### config.mk
export PLATFORM = sky130hd
export DESIGN_NAME = fcu_counter_unit
export DESIGN_NICKNAME = d
export VERILOG_FILES = /design/src/hdl/fcu_pkg.sv /design/src/hdl/fcu_channel.sv /design/src/hdl/fcu_counter_unit.sv
export SDC_FILE = /design/constraint.sdc
export NUM_CORES = 2
export LEC_CHECK = 0
export ABC_AREA = 1
export BUFFER_PORTS_ARGS = -buffer_cell sky130_fd_sc_hd__buf_2
export CAP_MARGIN = 20
export CORE_ASPECT_RATIO = 1.1
export CORE_MARGIN = 4
export CORE_UTILIZATION = 25
export CTS_CLUSTER_SIZE = 28
export DETAILED_ROUTE_END_ITERATION = 10
export GPL_TIMING_DRIVEN = 1
export SYNTH_ARGS = -nofsm -noshare
export SYNTH_HDL_FRONTEND = slang
export SYNTH_SLANG_ARGS = --single-unit
### constraint.sdc
create_clock -name clk -period 4.1 [get_ports clk]
set_clock_uncertainty 0.2 [all_clocks]
set_input_delay 0.82 -clock clk [delete_from_list [all_inputs] [get_ports clk]]
set_output_delay 0.82 -clock clk [all_outputs]
set_load 0.01 [all_outputs]
### src/hdl/fcu_pkg.sv
// constants and types shared by the fast counter unit
// =====================================================================
// Notes on behaviour
// RULE1 - two arrangements: four pulse counters, or quadrature plus one pulse counter
// RULE2 - in quadrature arrangement channels one to three merge; channel four stays pulse
// RULE3 - quadrature counter ignores direction, mode and count edge settings
// RULE4 - normal failure mode: outputs keep following counters after run to stop
// RULE5 - forced-off failure mode: outputs inactive in stop, counters keep counting
// RULE6 - hold failure mode: outputs frozen in stop, counters keep counting
// RULE7 - stop response lasts until run returns, then counters drive outputs
// RULE8 - per-channel enable, default off; disabled channel counts nothing, uses no pins
// RULE9 - pulse channel direction up or down, default up
// RULE10 - pulse channel continuous or one-shot mode, default continuous
// RULE11 - channel one output enable works only with width and train outputs off
// RULE12 - width and train outputs unavailable in quadrature arrangement
// RULE13 - upper limit defaults to 32767, the largest count held
// RULE14 - rate window defaults to 1000 ms
// RULE15 - load value enters accumulator on load input and on stop to run
// RULE16 - quadrature counter counts every transition of its two inputs
// RULE17 - aux input acts as load or strobe, edge selectable; default load, rising
// RULE18 - count edge selectable, default rising; accumulator kept within limits
package fcu_pkg;
   // =================================================================
   // sizes
   localparam int DW = 16;
   localparam int AW = 8;
   localparam int NCH = 4;
   // =================================================================
   // register offsets
   localparam logic [7:0] OFS_CTRL = 8'h00;
   localparam logic [7:0] OFS_STATUS = 8'h01;
   localparam logic [3:0] OFS_CFG = 4'h0;
   localparam logic [3:0] OFS_WIN = 4'h1;
   localparam logic [3:0] OFS_UPPER = 4'h2;
   localparam logic [3:0] OFS_LOWER = 4'h3;
   localparam logic [3:0] OFS_ON = 4'h4;
   localparam logic [3:0] OFS_OFF = 4'h5;
   localparam logic [3:0] OFS_LOAD = 4'h6;
   localparam logic [3:0] OFS_ACC = 4'h8;
   localparam logic [3:0] OFS_STROBE = 4'h9;
   localparam logic [3:0] OFS_RATE = 4'ha;
   // =================================================================
   // field positions
   localparam int CTRL_QUAD = 0;
   localparam int CTRL_FAIL = 1;
   localparam int CFG_EN = 0;
   localparam int CFG_OE = 1;
   localparam int CFG_DOWN = 2;
   localparam int CFG_ONESHOT = 3;
   localparam int CFG_STROBE = 4;
   localparam int CFG_AUXNEG = 5;
   localparam int CFG_CNTNEG = 6;
   localparam int CFG_PWM = 7;
   localparam int CFG_PULSE = 8;
   // =================================================================
   // reset values
   localparam logic [15:0] CFG_RST = 16'h0000;
   localparam logic [15:0] UPPER_RST = 16'h7fff;
   localparam logic [15:0] LOWER_RST = 16'h0000;
   localparam logic [15:0] ON_RST = 16'h7fff;
   localparam logic [15:0] OFF_RST = 16'h0000;
   localparam logic [15:0] LOAD_RST = 16'h0000;
   localparam logic [15:0] WIN_MS_RST = 16'h03e8;
   // =================================================================
   // timing
   localparam int CLK_PERIOD_NS = 20;
   localparam int MS_NS = 1000000;
   localparam int MS_CYCLES = MS_NS / CLK_PERIOD_NS;
   // =================================================================
   // modes and states
   typedef enum logic [1:0] {
      FAIL_NORMAL = 2'h0,
      FAIL_FORCED = 2'h1,
      FAIL_HOLD = 2'h2
   } fcu_fail_t;
   typedef enum logic {
      RUN_STOPPED = 1'h0,
      RUN_ACTIVE = 1'h1
   } fcu_run_t;
endpackage : fcu_pkg

### src/hdl/fcu_channel.sv
// one accumulator channel of the fast counter unit
`timescale 1ns/1ps
module fcu_channel #(
   parameter int W = fcu_pkg::DW
) (
   // clock and reset
   input wire logic clk,
   input wire logic resetn,
   // control
   input wire logic en,
   input wire logic step,
   input wire logic up,
   input wire logic one_shot,
   input wire logic load_now,
   input wire logic strobe_now,
   input wire logic ms_tick,
   // settings
   input wire logic [W-1:0] load_value,
   input wire logic [W-1:0] upper,
   input wire logic [W-1:0] lower,
   input wire logic [W-1:0] on_th,
   input wire logic [W-1:0] off_th,
   input wire logic [W-1:0] rate_window,
   // results
   output logic [W-1:0] acc,
   output logic [W-1:0] strobe_val,
   output logic [W-1:0] rate,
   output logic preset_out
);
   typedef struct packed {
      logic [W-1:0] acc;
      logic [W-1:0] strobe_val;
      logic [W-1:0] events;
      logic [W-1:0] rate;
      logic [W-1:0] ms;
      logic done;
      logic pout;
   } fcu_ch_state_t;

   fcu_ch_state_t r;
   fcu_ch_state_t next_r;

   function automatic logic fcu_gt(input logic [W-1:0] a, input logic [W-1:0] b);
      return $signed(a) > $signed(b);
   endfunction : fcu_gt

   // =================================================================
   // next state
   always_comb begin
      next_r = r;
      if (en) begin
         if (load_now) begin
            next_r.acc = load_value; // RULE15
            next_r.done = 1'b0;
         end else if (step && !r.done) begin
            if (up) begin // RULE9
               if (!fcu_gt(upper, r.acc)) begin
                  if (one_shot) begin // RULE10
                     next_r.done = 1'b1;
                  end else begin
                     next_r.acc = lower; // RULE18
                  end
               end else begin
                  next_r.acc = r.acc + W'(1);
               end
            end else begin
               if (!fcu_gt(r.acc, lower)) begin
                  if (one_shot) begin // RULE10
                     next_r.done = 1'b1;
                  end else begin
                     next_r.acc = upper; // RULE18
                  end
               end else begin
                  next_r.acc = r.acc - W'(1);
               end
            end
         end
         if (strobe_now) begin
            next_r.strobe_val = r.acc; // RULE17
         end
         if (step) begin
            next_r.events = r.events + W'(1);
         end
         if (ms_tick) begin
            // window 0 behaves as 1 ms rather than never closing
            if ({1'b0, r.ms} + (W+1)'(1) >= {1'b0, rate_window}) begin
               next_r.rate = next_r.events;
               next_r.events = '0;
               next_r.ms = '0;
            end else begin
               next_r.ms = r.ms + W'(1);
            end
         end
         // on below off gives a band, otherwise the band wraps
         if (!fcu_gt(on_th, off_th)) begin
            next_r.pout = fcu_gt(r.acc, on_th) && !fcu_gt(r.acc, off_th);
         end else begin
            next_r.pout = fcu_gt(r.acc, on_th) || !fcu_gt(r.acc, off_th);
         end
      end else begin
         next_r.pout = 1'b0; // RULE8
      end
   end

   always_ff @(posedge clk) begin
      if (!resetn) begin
         r <= '0;
      end else begin
         r <= next_r;
      end
   end

   assign acc = r.acc;
   assign strobe_val = r.strobe_val;
   assign rate = r.rate;
   assign preset_out = r.pout;
endmodule : fcu_channel

### src/hdl/fcu_counter_unit.sv
// fast counter unit: configuration, edge and quadrature decode, failure-mode outputs
`timescale 1ns/1ps
module fcu_counter_unit #(
   parameter int MS_CYCLES = fcu_pkg::MS_CYCLES
) (
   // clock and reset
   input wire logic clk,
   input wire logic resetn,
   // register port
   input wire logic [fcu_pkg::AW-1:0] reg_addr,
   input wire logic [fcu_pkg::DW-1:0] reg_wdata,
   input wire logic reg_wr,
   input wire logic reg_rd,
   output logic [fcu_pkg::DW-1:0] reg_rdata,
   // controller mode, high while in run
   input wire logic controller_run,
   // field inputs
   input wire logic [fcu_pkg::NCH-1:0] count_in,
   input wire logic [fcu_pkg::NCH-1:0] aux_in,
   // discrete outputs
   output logic [fcu_pkg::NCH-1:0] counter_out
);
   localparam int N = fcu_pkg::NCH;
   localparam int D = fcu_pkg::DW;

   typedef struct packed {
      logic quad;
      fcu_pkg::fcu_fail_t fail;
      fcu_pkg::fcu_run_t run;
      logic [N-1:0][D-1:0] cfg;
      logic [N-1:0][D-1:0] win;
      logic [N-1:0][D-1:0] upper;
      logic [N-1:0][D-1:0] lower;
      logic [N-1:0][D-1:0] on_th;
      logic [N-1:0][D-1:0] off_th;
      logic [N-1:0][D-1:0] load;
      logic [N-1:0] cnt_prev;
      logic [N-1:0] aux_prev;
      logic [N-1:0] out;
      logic [D-1:0] rdata;
      logic [15:0] ms;
   } fcu_state_t;

   fcu_state_t r;
   fcu_state_t next_r;

   // 0 means no channel, otherwise channel index plus one
   function automatic logic [2:0] fcu_chan_sel(input logic [fcu_pkg::AW-1:0] a);
      logic [2:0] sel;
      sel = 3'h0;
      if (a[7:4] >= 4'h1 && a[7:4] <= 4'(N)) begin
         sel = a[6:4];
      end
      return sel;
   endfunction : fcu_chan_sel

   // =================================================================
   // channel steering
   logic [N-1:0] ch_en;
   logic [N-1:0] step;
   logic [N-1:0] up;
   logic [N-1:0] one_shot;
   logic [N-1:0] load_now;
   logic [N-1:0] strobe_now;
   logic [N-1:0] oen;
   logic [N-1:0] live;
   logic [N-1:0] pout_w;
   logic [N-1:0][D-1:0] acc_w;
   logic [N-1:0][D-1:0] strobe_w;
   logic [N-1:0][D-1:0] rate_w;
   logic quad_step;
   logic quad_up;
   logic pwm_eff;
   logic pulse_eff;
   logic start_pulse;
   logic ms_tick;

   always_comb begin
      start_pulse = (r.run == fcu_pkg::RUN_STOPPED) && controller_run;
      ms_tick = (r.ms == 16'(MS_CYCLES - 1));
      // every change of either quadrature input is one count
      quad_step = (count_in[1:0] != r.cnt_prev[1:0]); // RULE16
      quad_up = r.cnt_prev[0] ^ count_in[1];
      pwm_eff = r.cfg[0][fcu_pkg::CFG_PWM] && !r.quad; // RULE12
      pulse_eff = r.cfg[0][fcu_pkg::CFG_PULSE] && !r.quad; // RULE12
      for (int i = 0; i < N; i++) begin
         ch_en[i] = r.cfg[i][fcu_pkg::CFG_EN];
         if (r.quad && (i == 1 || i == 2)) begin
            ch_en[i] = 1'b0; // RULE2
         end
         if (r.cfg[i][fcu_pkg::CFG_CNTNEG]) begin // RULE18
            step[i] = ch_en[i] && !count_in[i] && r.cnt_prev[i];
         end else begin
            step[i] = ch_en[i] && count_in[i] && !r.cnt_prev[i];
         end
         up[i] = !r.cfg[i][fcu_pkg::CFG_DOWN];
         one_shot[i] = r.cfg[i][fcu_pkg::CFG_ONESHOT];
         if (r.cfg[i][fcu_pkg::CFG_AUXNEG]) begin // RULE17
            strobe_now[i] = ch_en[i] && !aux_in[i] && r.aux_prev[i];
         end else begin
            strobe_now[i] = ch_en[i] && aux_in[i] && !r.aux_prev[i];
         end
         load_now[i] = (strobe_now[i] && !r.cfg[i][fcu_pkg::CFG_STROBE]) || start_pulse; // RULE15
         strobe_now[i] = strobe_now[i] && r.cfg[i][fcu_pkg::CFG_STROBE];
         oen[i] = r.cfg[i][fcu_pkg::CFG_OE];
      end
      if (r.quad) begin // RULE1
         // direction, mode and edge settings play no part here
         step[0] = ch_en[0] && quad_step; // RULE3
         up[0] = quad_up; // RULE3
         one_shot[0] = 1'b0; // RULE3
      end
      oen[0] = oen[0] && !pwm_eff && !pulse_eff; // RULE11
      for (int i = 0; i < N; i++) begin
         live[i] = ch_en[i] && oen[i] && pout_w[i]; // RULE8
      end
   end

   // =================================================================
   // channels
   for (genvar g = 0; g < N; g++) begin : g_ch
      fcu_channel #(
         .W(D)
      ) u_ch (
         .clk(clk),
         .resetn(resetn),
         .en(ch_en[g]),
         .step(step[g]),
         .up(up[g]),
         .one_shot(one_shot[g]),
         .load_now(load_now[g]),
         .strobe_now(strobe_now[g]),
         .ms_tick(ms_tick),
         .load_value(r.load[g]),
         .upper(r.upper[g]),
         .lower(r.lower[g]),
         .on_th(r.on_th[g]),
         .off_th(r.off_th[g]),
         .rate_window(r.win[g]),
         .acc(acc_w[g]),
         .strobe_val(strobe_w[g]),
         .rate(rate_w[g]),
         .preset_out(pout_w[g])
      );
   end

   // =================================================================
   // registers, outputs and read port
   always_comb begin
      logic [2:0] sel;
      logic [1:0] ci;
      sel = fcu_chan_sel(reg_addr);
      ci = 2'(sel - 3'h1);
      next_r = r;
      next_r.cnt_prev = count_in;
      next_r.aux_prev = aux_in;
      next_r.run = controller_run ? fcu_pkg::RUN_ACTIVE : fcu_pkg::RUN_STOPPED;
      next_r.ms = ms_tick ? 16'h0000 : r.ms + 16'h0001;
      // stop response stays until run is back
      if (r.run == fcu_pkg::RUN_ACTIVE) begin
         next_r.out = live; // RULE7
      end else begin
         unique case (r.fail)
            fcu_pkg::FAIL_FORCED: next_r.out = '0; // RULE5
            fcu_pkg::FAIL_HOLD: next_r.out = r.out; // RULE6
            default: next_r.out = live; // RULE4
         endcase
      end
      if (reg_wr) begin
         if (reg_addr == fcu_pkg::OFS_CTRL) begin
            next_r.quad = reg_wdata[fcu_pkg::CTRL_QUAD]; // RULE1
            next_r.fail = fcu_pkg::fcu_fail_t'(reg_wdata[fcu_pkg::CTRL_FAIL +: 2]);
         end else if (sel != 3'h0) begin
            unique case (reg_addr[3:0])
               fcu_pkg::OFS_CFG: next_r.cfg[ci] = {7'h00, reg_wdata[8:0]};
               fcu_pkg::OFS_WIN: next_r.win[ci] = reg_wdata;
               fcu_pkg::OFS_UPPER: next_r.upper[ci] = reg_wdata;
               fcu_pkg::OFS_LOWER: next_r.lower[ci] = reg_wdata;
               fcu_pkg::OFS_ON: next_r.on_th[ci] = reg_wdata;
               fcu_pkg::OFS_OFF: next_r.off_th[ci] = reg_wdata;
               fcu_pkg::OFS_LOAD: next_r.load[ci] = reg_wdata;
               default: ;
            endcase
         end
      end
      next_r.rdata = '0;
      if (reg_rd) begin
         if (reg_addr == fcu_pkg::OFS_CTRL) begin
            next_r.rdata = {13'h0000, r.fail, r.quad};
         end else if (reg_addr == fcu_pkg::OFS_STATUS) begin
            next_r.rdata = {5'h00, pulse_eff, pwm_eff, r.run, ch_en, r.out};
         end else if (sel != 3'h0) begin
            unique case (reg_addr[3:0])
               fcu_pkg::OFS_CFG: next_r.rdata = r.cfg[ci];
               fcu_pkg::OFS_WIN: next_r.rdata = r.win[ci];
               fcu_pkg::OFS_UPPER: next_r.rdata = r.upper[ci];
               fcu_pkg::OFS_LOWER: next_r.rdata = r.lower[ci];
               fcu_pkg::OFS_ON: next_r.rdata = r.on_th[ci];
               fcu_pkg::OFS_OFF: next_r.rdata = r.off_th[ci];
               fcu_pkg::OFS_LOAD: next_r.rdata = r.load[ci];
               fcu_pkg::OFS_ACC: next_r.rdata = acc_w[ci];
               fcu_pkg::OFS_STROBE: next_r.rdata = strobe_w[ci];
               fcu_pkg::OFS_RATE: next_r.rdata = rate_w[ci];
               default: next_r.rdata = '0;
            endcase
         end
      end
   end

   always_ff @(posedge clk) begin
      if (!resetn) begin
         r <= '0;
         r.fail <= fcu_pkg::FAIL_NORMAL; // RULE4
         r.run <= fcu_pkg::RUN_STOPPED;
         r.cfg <= {N{fcu_pkg::CFG_RST}}; // RULE8
         r.win <= {N{fcu_pkg::WIN_MS_RST}}; // RULE14
         r.upper <= {N{fcu_pkg::UPPER_RST}}; // RULE13
         r.lower <= {N{fcu_pkg::LOWER_RST}};
         r.on_th <= {N{fcu_pkg::ON_RST}};
         r.off_th <= {N{fcu_pkg::OFF_RST}};
         r.load <= {N{fcu_pkg::LOAD_RST}};
      end else begin
         r <= next_r;
      end
   end

   assign reg_rdata = r.rdata;
   assign counter_out = r.out;

   for (genvar k = 0; k < N; k++) begin : g_chk

   end
endmodule : fcu_counter_unit

==> impl_metrics.env <==
export IMPL_netlist_top_cells_area="sky130_fd_sc_hd__dfxtp_1 (31%), sky130_fd_sc_hd__nand2_1 (10%), sky130_fd_sc_hd__a21oi_1 (10%), sky130_fd_sc_hd__ha_1 (9.7%), sky130_fd_sc_hd__o21ai_0 (8.2%)"
export IMPL_path_class="in2reg"
export IMPL_setup_worst_path_start_class="input port"
export IMPL_grt_antenna_before_repair=23
export IMPL_timing_rr_end="g_ch[3].u_ch.r[38]$_SDFFE_PN0P_"
export IMPL_max_clock_freq_ghz=0.264
export IMPL_drt_antenna_violating_nets=0
export IMPL_grt_setup_unrepaired="false"
export IMPL_vias_per_cell=5.23
export IMPL_cp_data_required_time_ps=4550
export IMPL_run_status="finished clean"
export IMPL_die_height_um=487
export IMPL_synth_edff_count=0
export IMPL_die_width_um=443
export IMPL_multi_input_logic_area_um2=30700
export IMPL_ys_ff_latch=796
export IMPL_fin_crit_ps=3780
export IMPL_synth_flop_cell="sky130_fd_sc_hd__dfxtp_1"
export IMPL_ctsRootBufferMaster="sky130_fd_sc_hd__clkbuf_16"
export IMPL_setup_violations=0
export IMPL_place_congestion=1.05
export IMPL_totalNegativeSetupSlack_ps=0
export IMPL_postSynthCellCount=7851
export IMPL_vias_in_the_first_global_route=51700
export IMPL_hold_path_startpoint="aux_in[1]"
export IMPL_cts_inserted_buffers=96
export IMPL_syn_nets=8292
export IMPL_synthDominantAreaCellType="sky130_fd_sc_hd__dfxtp_1"
export IMPL_leakage_component_of_the_power_nw=25.6
export IMPL_p_per_area_nw_per_um2=313
export IMPL_detail_route_drc_violations=0
export IMPL_timing_final_crit_share=0.923
export IMPL_number_of_filler_instances_in_the_final_layout=22700
export IMPL_grtUsageTotal=0.219
export IMPL_timing_hold_violations_final=0
export IMPL_max_clock_path_buffers=3
export IMPL_grt_remaining_overflow=0
export IMPL_worstHoldEndpoint="r[37]$_SDFF_PN0_"
export IMPL_dp_hpwl_mm=186
export IMPL_synthDominantCellAreaShare=0.306
export IMPL_final_seq_area_um2=15900
export IMPL_grt_pass1_wl_mm=353
export IMPL_layout_drive_gt1_share=0.0758
export IMPL_synth_seq_area_share=0.306
export IMPL_worst_tran_pin_value_ps=1210
export IMPL_setup_reg_to_reg_worst_slack_ps=390
export IMPL_synth_area_per_cell_um2=6.64
export IMPL_core_box_area_um2=207000
export IMPL_maximum_number_of_pins_on_one_net_before_global_route_repair=205
export IMPL_cts_sinks=796
export IMPL_synth_unique_cells=61
export IMPL_relative_slew_slack=0.194
export IMPL_worst_r2r_startpoint="g_ch[3].u_ch.r[4]$_SDFFE_PN0P_"
export IMPL_wl_mm=246
export IMPL_io_pins=57
export IMPL_cts_reportedPaths_clkPinSlew_ps=60
export IMPL_endpoint_kind="register"
export IMPL_detail_route_wl_per_cell_um=23.1
export IMPL_worstHoldPathType="in2reg"
export IMPL_yosysWarnings=0
export IMPL_clk_latency_ps=770
export IMPL_net_total_in_the_final_layout=8253
export IMPL_depth_of_the_worst_register_to_register_path=23
export IMPL_tritoncts="yes"
export IMPL_io_buffers=56
export IMPL_async_set_or_reset_register_ratio_after_synthesis=0
export IMPL_core_rowCount=175
export IMPL_drt_pass_1_iters=8
export IMPL_detail_route_iter0_violations=6809
export IMPL_critical_path_max_fanout=46
export IMPL_vias=55600
export IMPL_syn_area_um2=52100
export IMPL_post_route_worst_setup_slack_ps=318
export IMPL_area_growth_pct=14.6
export IMPL_final_max_slew_violation_count=0
export IMPL_cap_violations=0
export IMPL_cts_htree_levels=3
export IMPL_count_of_cells_along_the_worst_hold_path=3
export IMPL_floorplan_die_area_um2=216000
export IMPL_place_worst_setup_slack_ps=-271
export IMPL_initial_core_util=0.252
export IMPL_data_arrival_at_the_endpoint_of_the_critical_path_ps=4230
export IMPL_ir_worst_vdd_mv=0.330
## logic make-up after synthesis
| family | after synthesis | synth area share |
|---|---|---|
| and+or+nand+nor | 2987 | 0.251 |
| AOI/OAI and AO/OA | 2059 | 0.204 |
| buffers and inverters | 1394 | 0.107 |
| DFF | 796 | 0.306 |
| adders and majority gates | 404 | 0.0970 |
| xor gates and xnor gates | 206 | 0.0346 |
| muxes | 5 | 0.000960 |
## layout make-up
cell class	count	area share
Inverter	921	0.0582
Antenna cell	12	0.000503
Timing Repair Buffer	336	0.0460
Multi-Input combinational cell	5661	0.514
Sequential cell	796	0.267
Clock buffer	132	0.0458
Tap cell	2743	0.0575
Clock inverter	45	0.0110
## power by group
group	switching (mW)	internal [mW]
clock network	3.88	5.46
registers	0.0284	7.76
logic	1.17	0.393
total	5.08	13.6
## how the worst max path moves through the flow
stage / from / end / slack (ps) / cells past startpoint
after CTS: g_ch[3].u_ch.r[2]$_SDFFE_PN0P_ / g_ch[3].u_ch.r[38]$_SDFFE_PN0P_ / 60 / 23
after global routing: g_ch[0].u_ch.r[2]$_SDFFE_PN0P_ / g_ch[0].u_ch.rate[4]$_SDFFE_PN0P_ / 20 / 16
after global placement: reg_addr[6] / reg_rdata[7]$_SDFF_PP0_ / -350 / 18
after detailed placement: reg_addr[6] / reg_rdata[8]$_SDFF_PP0_ / -270 / 18
after floorplan: reg_addr[4] / reg_rdata[8]$_SDFF_PP0_ / 560 / 21
final: reg_addr[6] / reg_rdata[7]$_SDFF_PP0_ / 320 / 18
## layout by cell type (no fill, tap or decap), drive strengths merged, types with 31 or more instances in the layout
cell	count
nand2	1455
a21oi	1082
inv	902
o21ai	861
dfxtp	796
nor2	613
nand3	555
ha	404
buf	334
nand4	229
xor2	175
clkbuf	134
nor3	85
o211ai	62
clkinv	47
xnor2	31
## worst max-delay path, cell delays in order
cell and delay, ps:
sky130_fd_sc_hd__buf_2 100, sky130_fd_sc_hd__inv_1 170, sky130_fd_sc_hd__nor2_1 70, sky130_fd_sc_hd__nor2_1 200
sky130_fd_sc_hd__nand2_1 230, sky130_fd_sc_hd__nor2_2 160, sky130_fd_sc_hd__buf_4 160, sky130_fd_sc_hd__ha_4 220
sky130_fd_sc_hd__inv_6 130, sky130_fd_sc_hd__buf_12 210, sky130_fd_sc_hd__o21ai_0 120, sky130_fd_sc_hd__a21oi_1 120
sky130_fd_sc_hd__o21ai_0 870, sky130_fd_sc_hd__nand2_1 220, sky130_fd_sc_hd__nor2_1 160, sky130_fd_sc_hd__nand3_1 80
sky130_fd_sc_hd__nand2_1 70, sky130_fd_sc_hd__nand2_1 60
## flip-flops by register name, summed over array words and instances (netlist names)
| signal | flops |
|---|---|
| g_ch.u_ch.acc | 64 |
| oen | 3 |
| r | 440 |
| counter_out | 4 |
| g_ch.u_ch.preset_out | 4 |
| g_ch.u_ch.strobe_val | 64 |
| ch_en | 2 |
| one_shot | 3 |
| g_ch.u_ch.rate | 64 |
| reg_rdata | 16 |
| g_ch.u_ch.r | 132 |
## per-stage QoR
stage / utilization / cells / total power, mW / hold WS (ps) / instance area [µm²]
detailed placement: 0.271 / 10500 / 9.47 / 231 / 56200
CTS: 0.288 / 10600 / 18.8 / 23.4 / 59600
global route: 0.288 / 10600 / 19.2 / 111 / 59700
global placement: 0.271 / 10400 / 9.45 / 221 / 56100
finish: 0.288 / 10600 / 18.7 / 76.6 / 59700
floorplan: - / 7851 / 8.79 / 213 / 52100
## layer usage
layer / share of wire / track usage / routed length [µm] / up-vias
met4: 0.080 / 0.153 / 19800 / 4
li1: - / - / - / 26100
met5: 0.000081 / 0 / 20 / -
met1: 0.40 / 0.271 / 97300 / 26100
met3: 0.084 / 0.0349 / 20800 / 690
met2: 0.44 / 0.348 / 108000 / 2733
## timing repair
action                                  4_1_cts  5_1_grt
resized for setup                             0        9
endpoints found under the setup margin        0      111
buffers inserted                              0        4
hold buffers                                  0        0
## synthesized netlist by cell type (5+ instances only)
cell type / instances
sky130_fd_sc_hd__nor3b_1: 6
sky130_fd_sc_hd__o21ai_0: 854
sky130_fd_sc_hd__ha_1: 404
sky130_fd_sc_hd__a21o_1: 6
sky130_fd_sc_hd__nand2_1: 1443
sky130_fd_sc_hd__a21oi_1: 1082
sky130_fd_sc_hd__nor2_1: 594
sky130_fd_sc_hd__nor3_2: 5
sky130_fd_sc_hd__a31oi_1: 6
sky130_fd_sc_hd__nand3_1: 533
sky130_fd_sc_hd__nand3b_1: 16
sky130_fd_sc_hd__nand2_2: 10
sky130_fd_sc_hd__nor2_4: 8
sky130_fd_sc_hd__nand3_2: 21
sky130_fd_sc_hd__inv_2: 14
sky130_fd_sc_hd__o2111ai_1: 5
sky130_fd_sc_hd__clkbuf_1: 289
sky130_fd_sc_hd__o211ai_1: 62
sky130_fd_sc_hd__nor4_1: 14
sky130_fd_sc_hd__nand4_1: 228
sky130_fd_sc_hd__o21a_1: 8
sky130_fd_sc_hd__buf_2: 90
sky130_fd_sc_hd__nor2_2: 9
sky130_fd_sc_hd__inv_1: 883
sky130_fd_sc_hd__dfxtp_1: 796
sky130_fd_sc_hd__buf_4: 30
sky130_fd_sc_hd__clkbuf_2: 11
sky130_fd_sc_hd__clkinv_1: 23
sky130_fd_sc_hd__xor2_1: 175
sky130_fd_sc_hd__buf_1: 41
sky130_fd_sc_hd__or2_2: 5
sky130_fd_sc_hd__buf_6: 12
sky130_fd_sc_hd__o21ai_1: 6
sky130_fd_sc_hd__xnor2_1: 31
sky130_fd_sc_hd__mux2i_1: 5
sky130_fd_sc_hd__nor3_1: 79
sky130_fd_sc_hd__o21bai_1: 8
sky130_fd_sc_hd__o22ai_1: 5
Power figures use the tool's default switching activity.
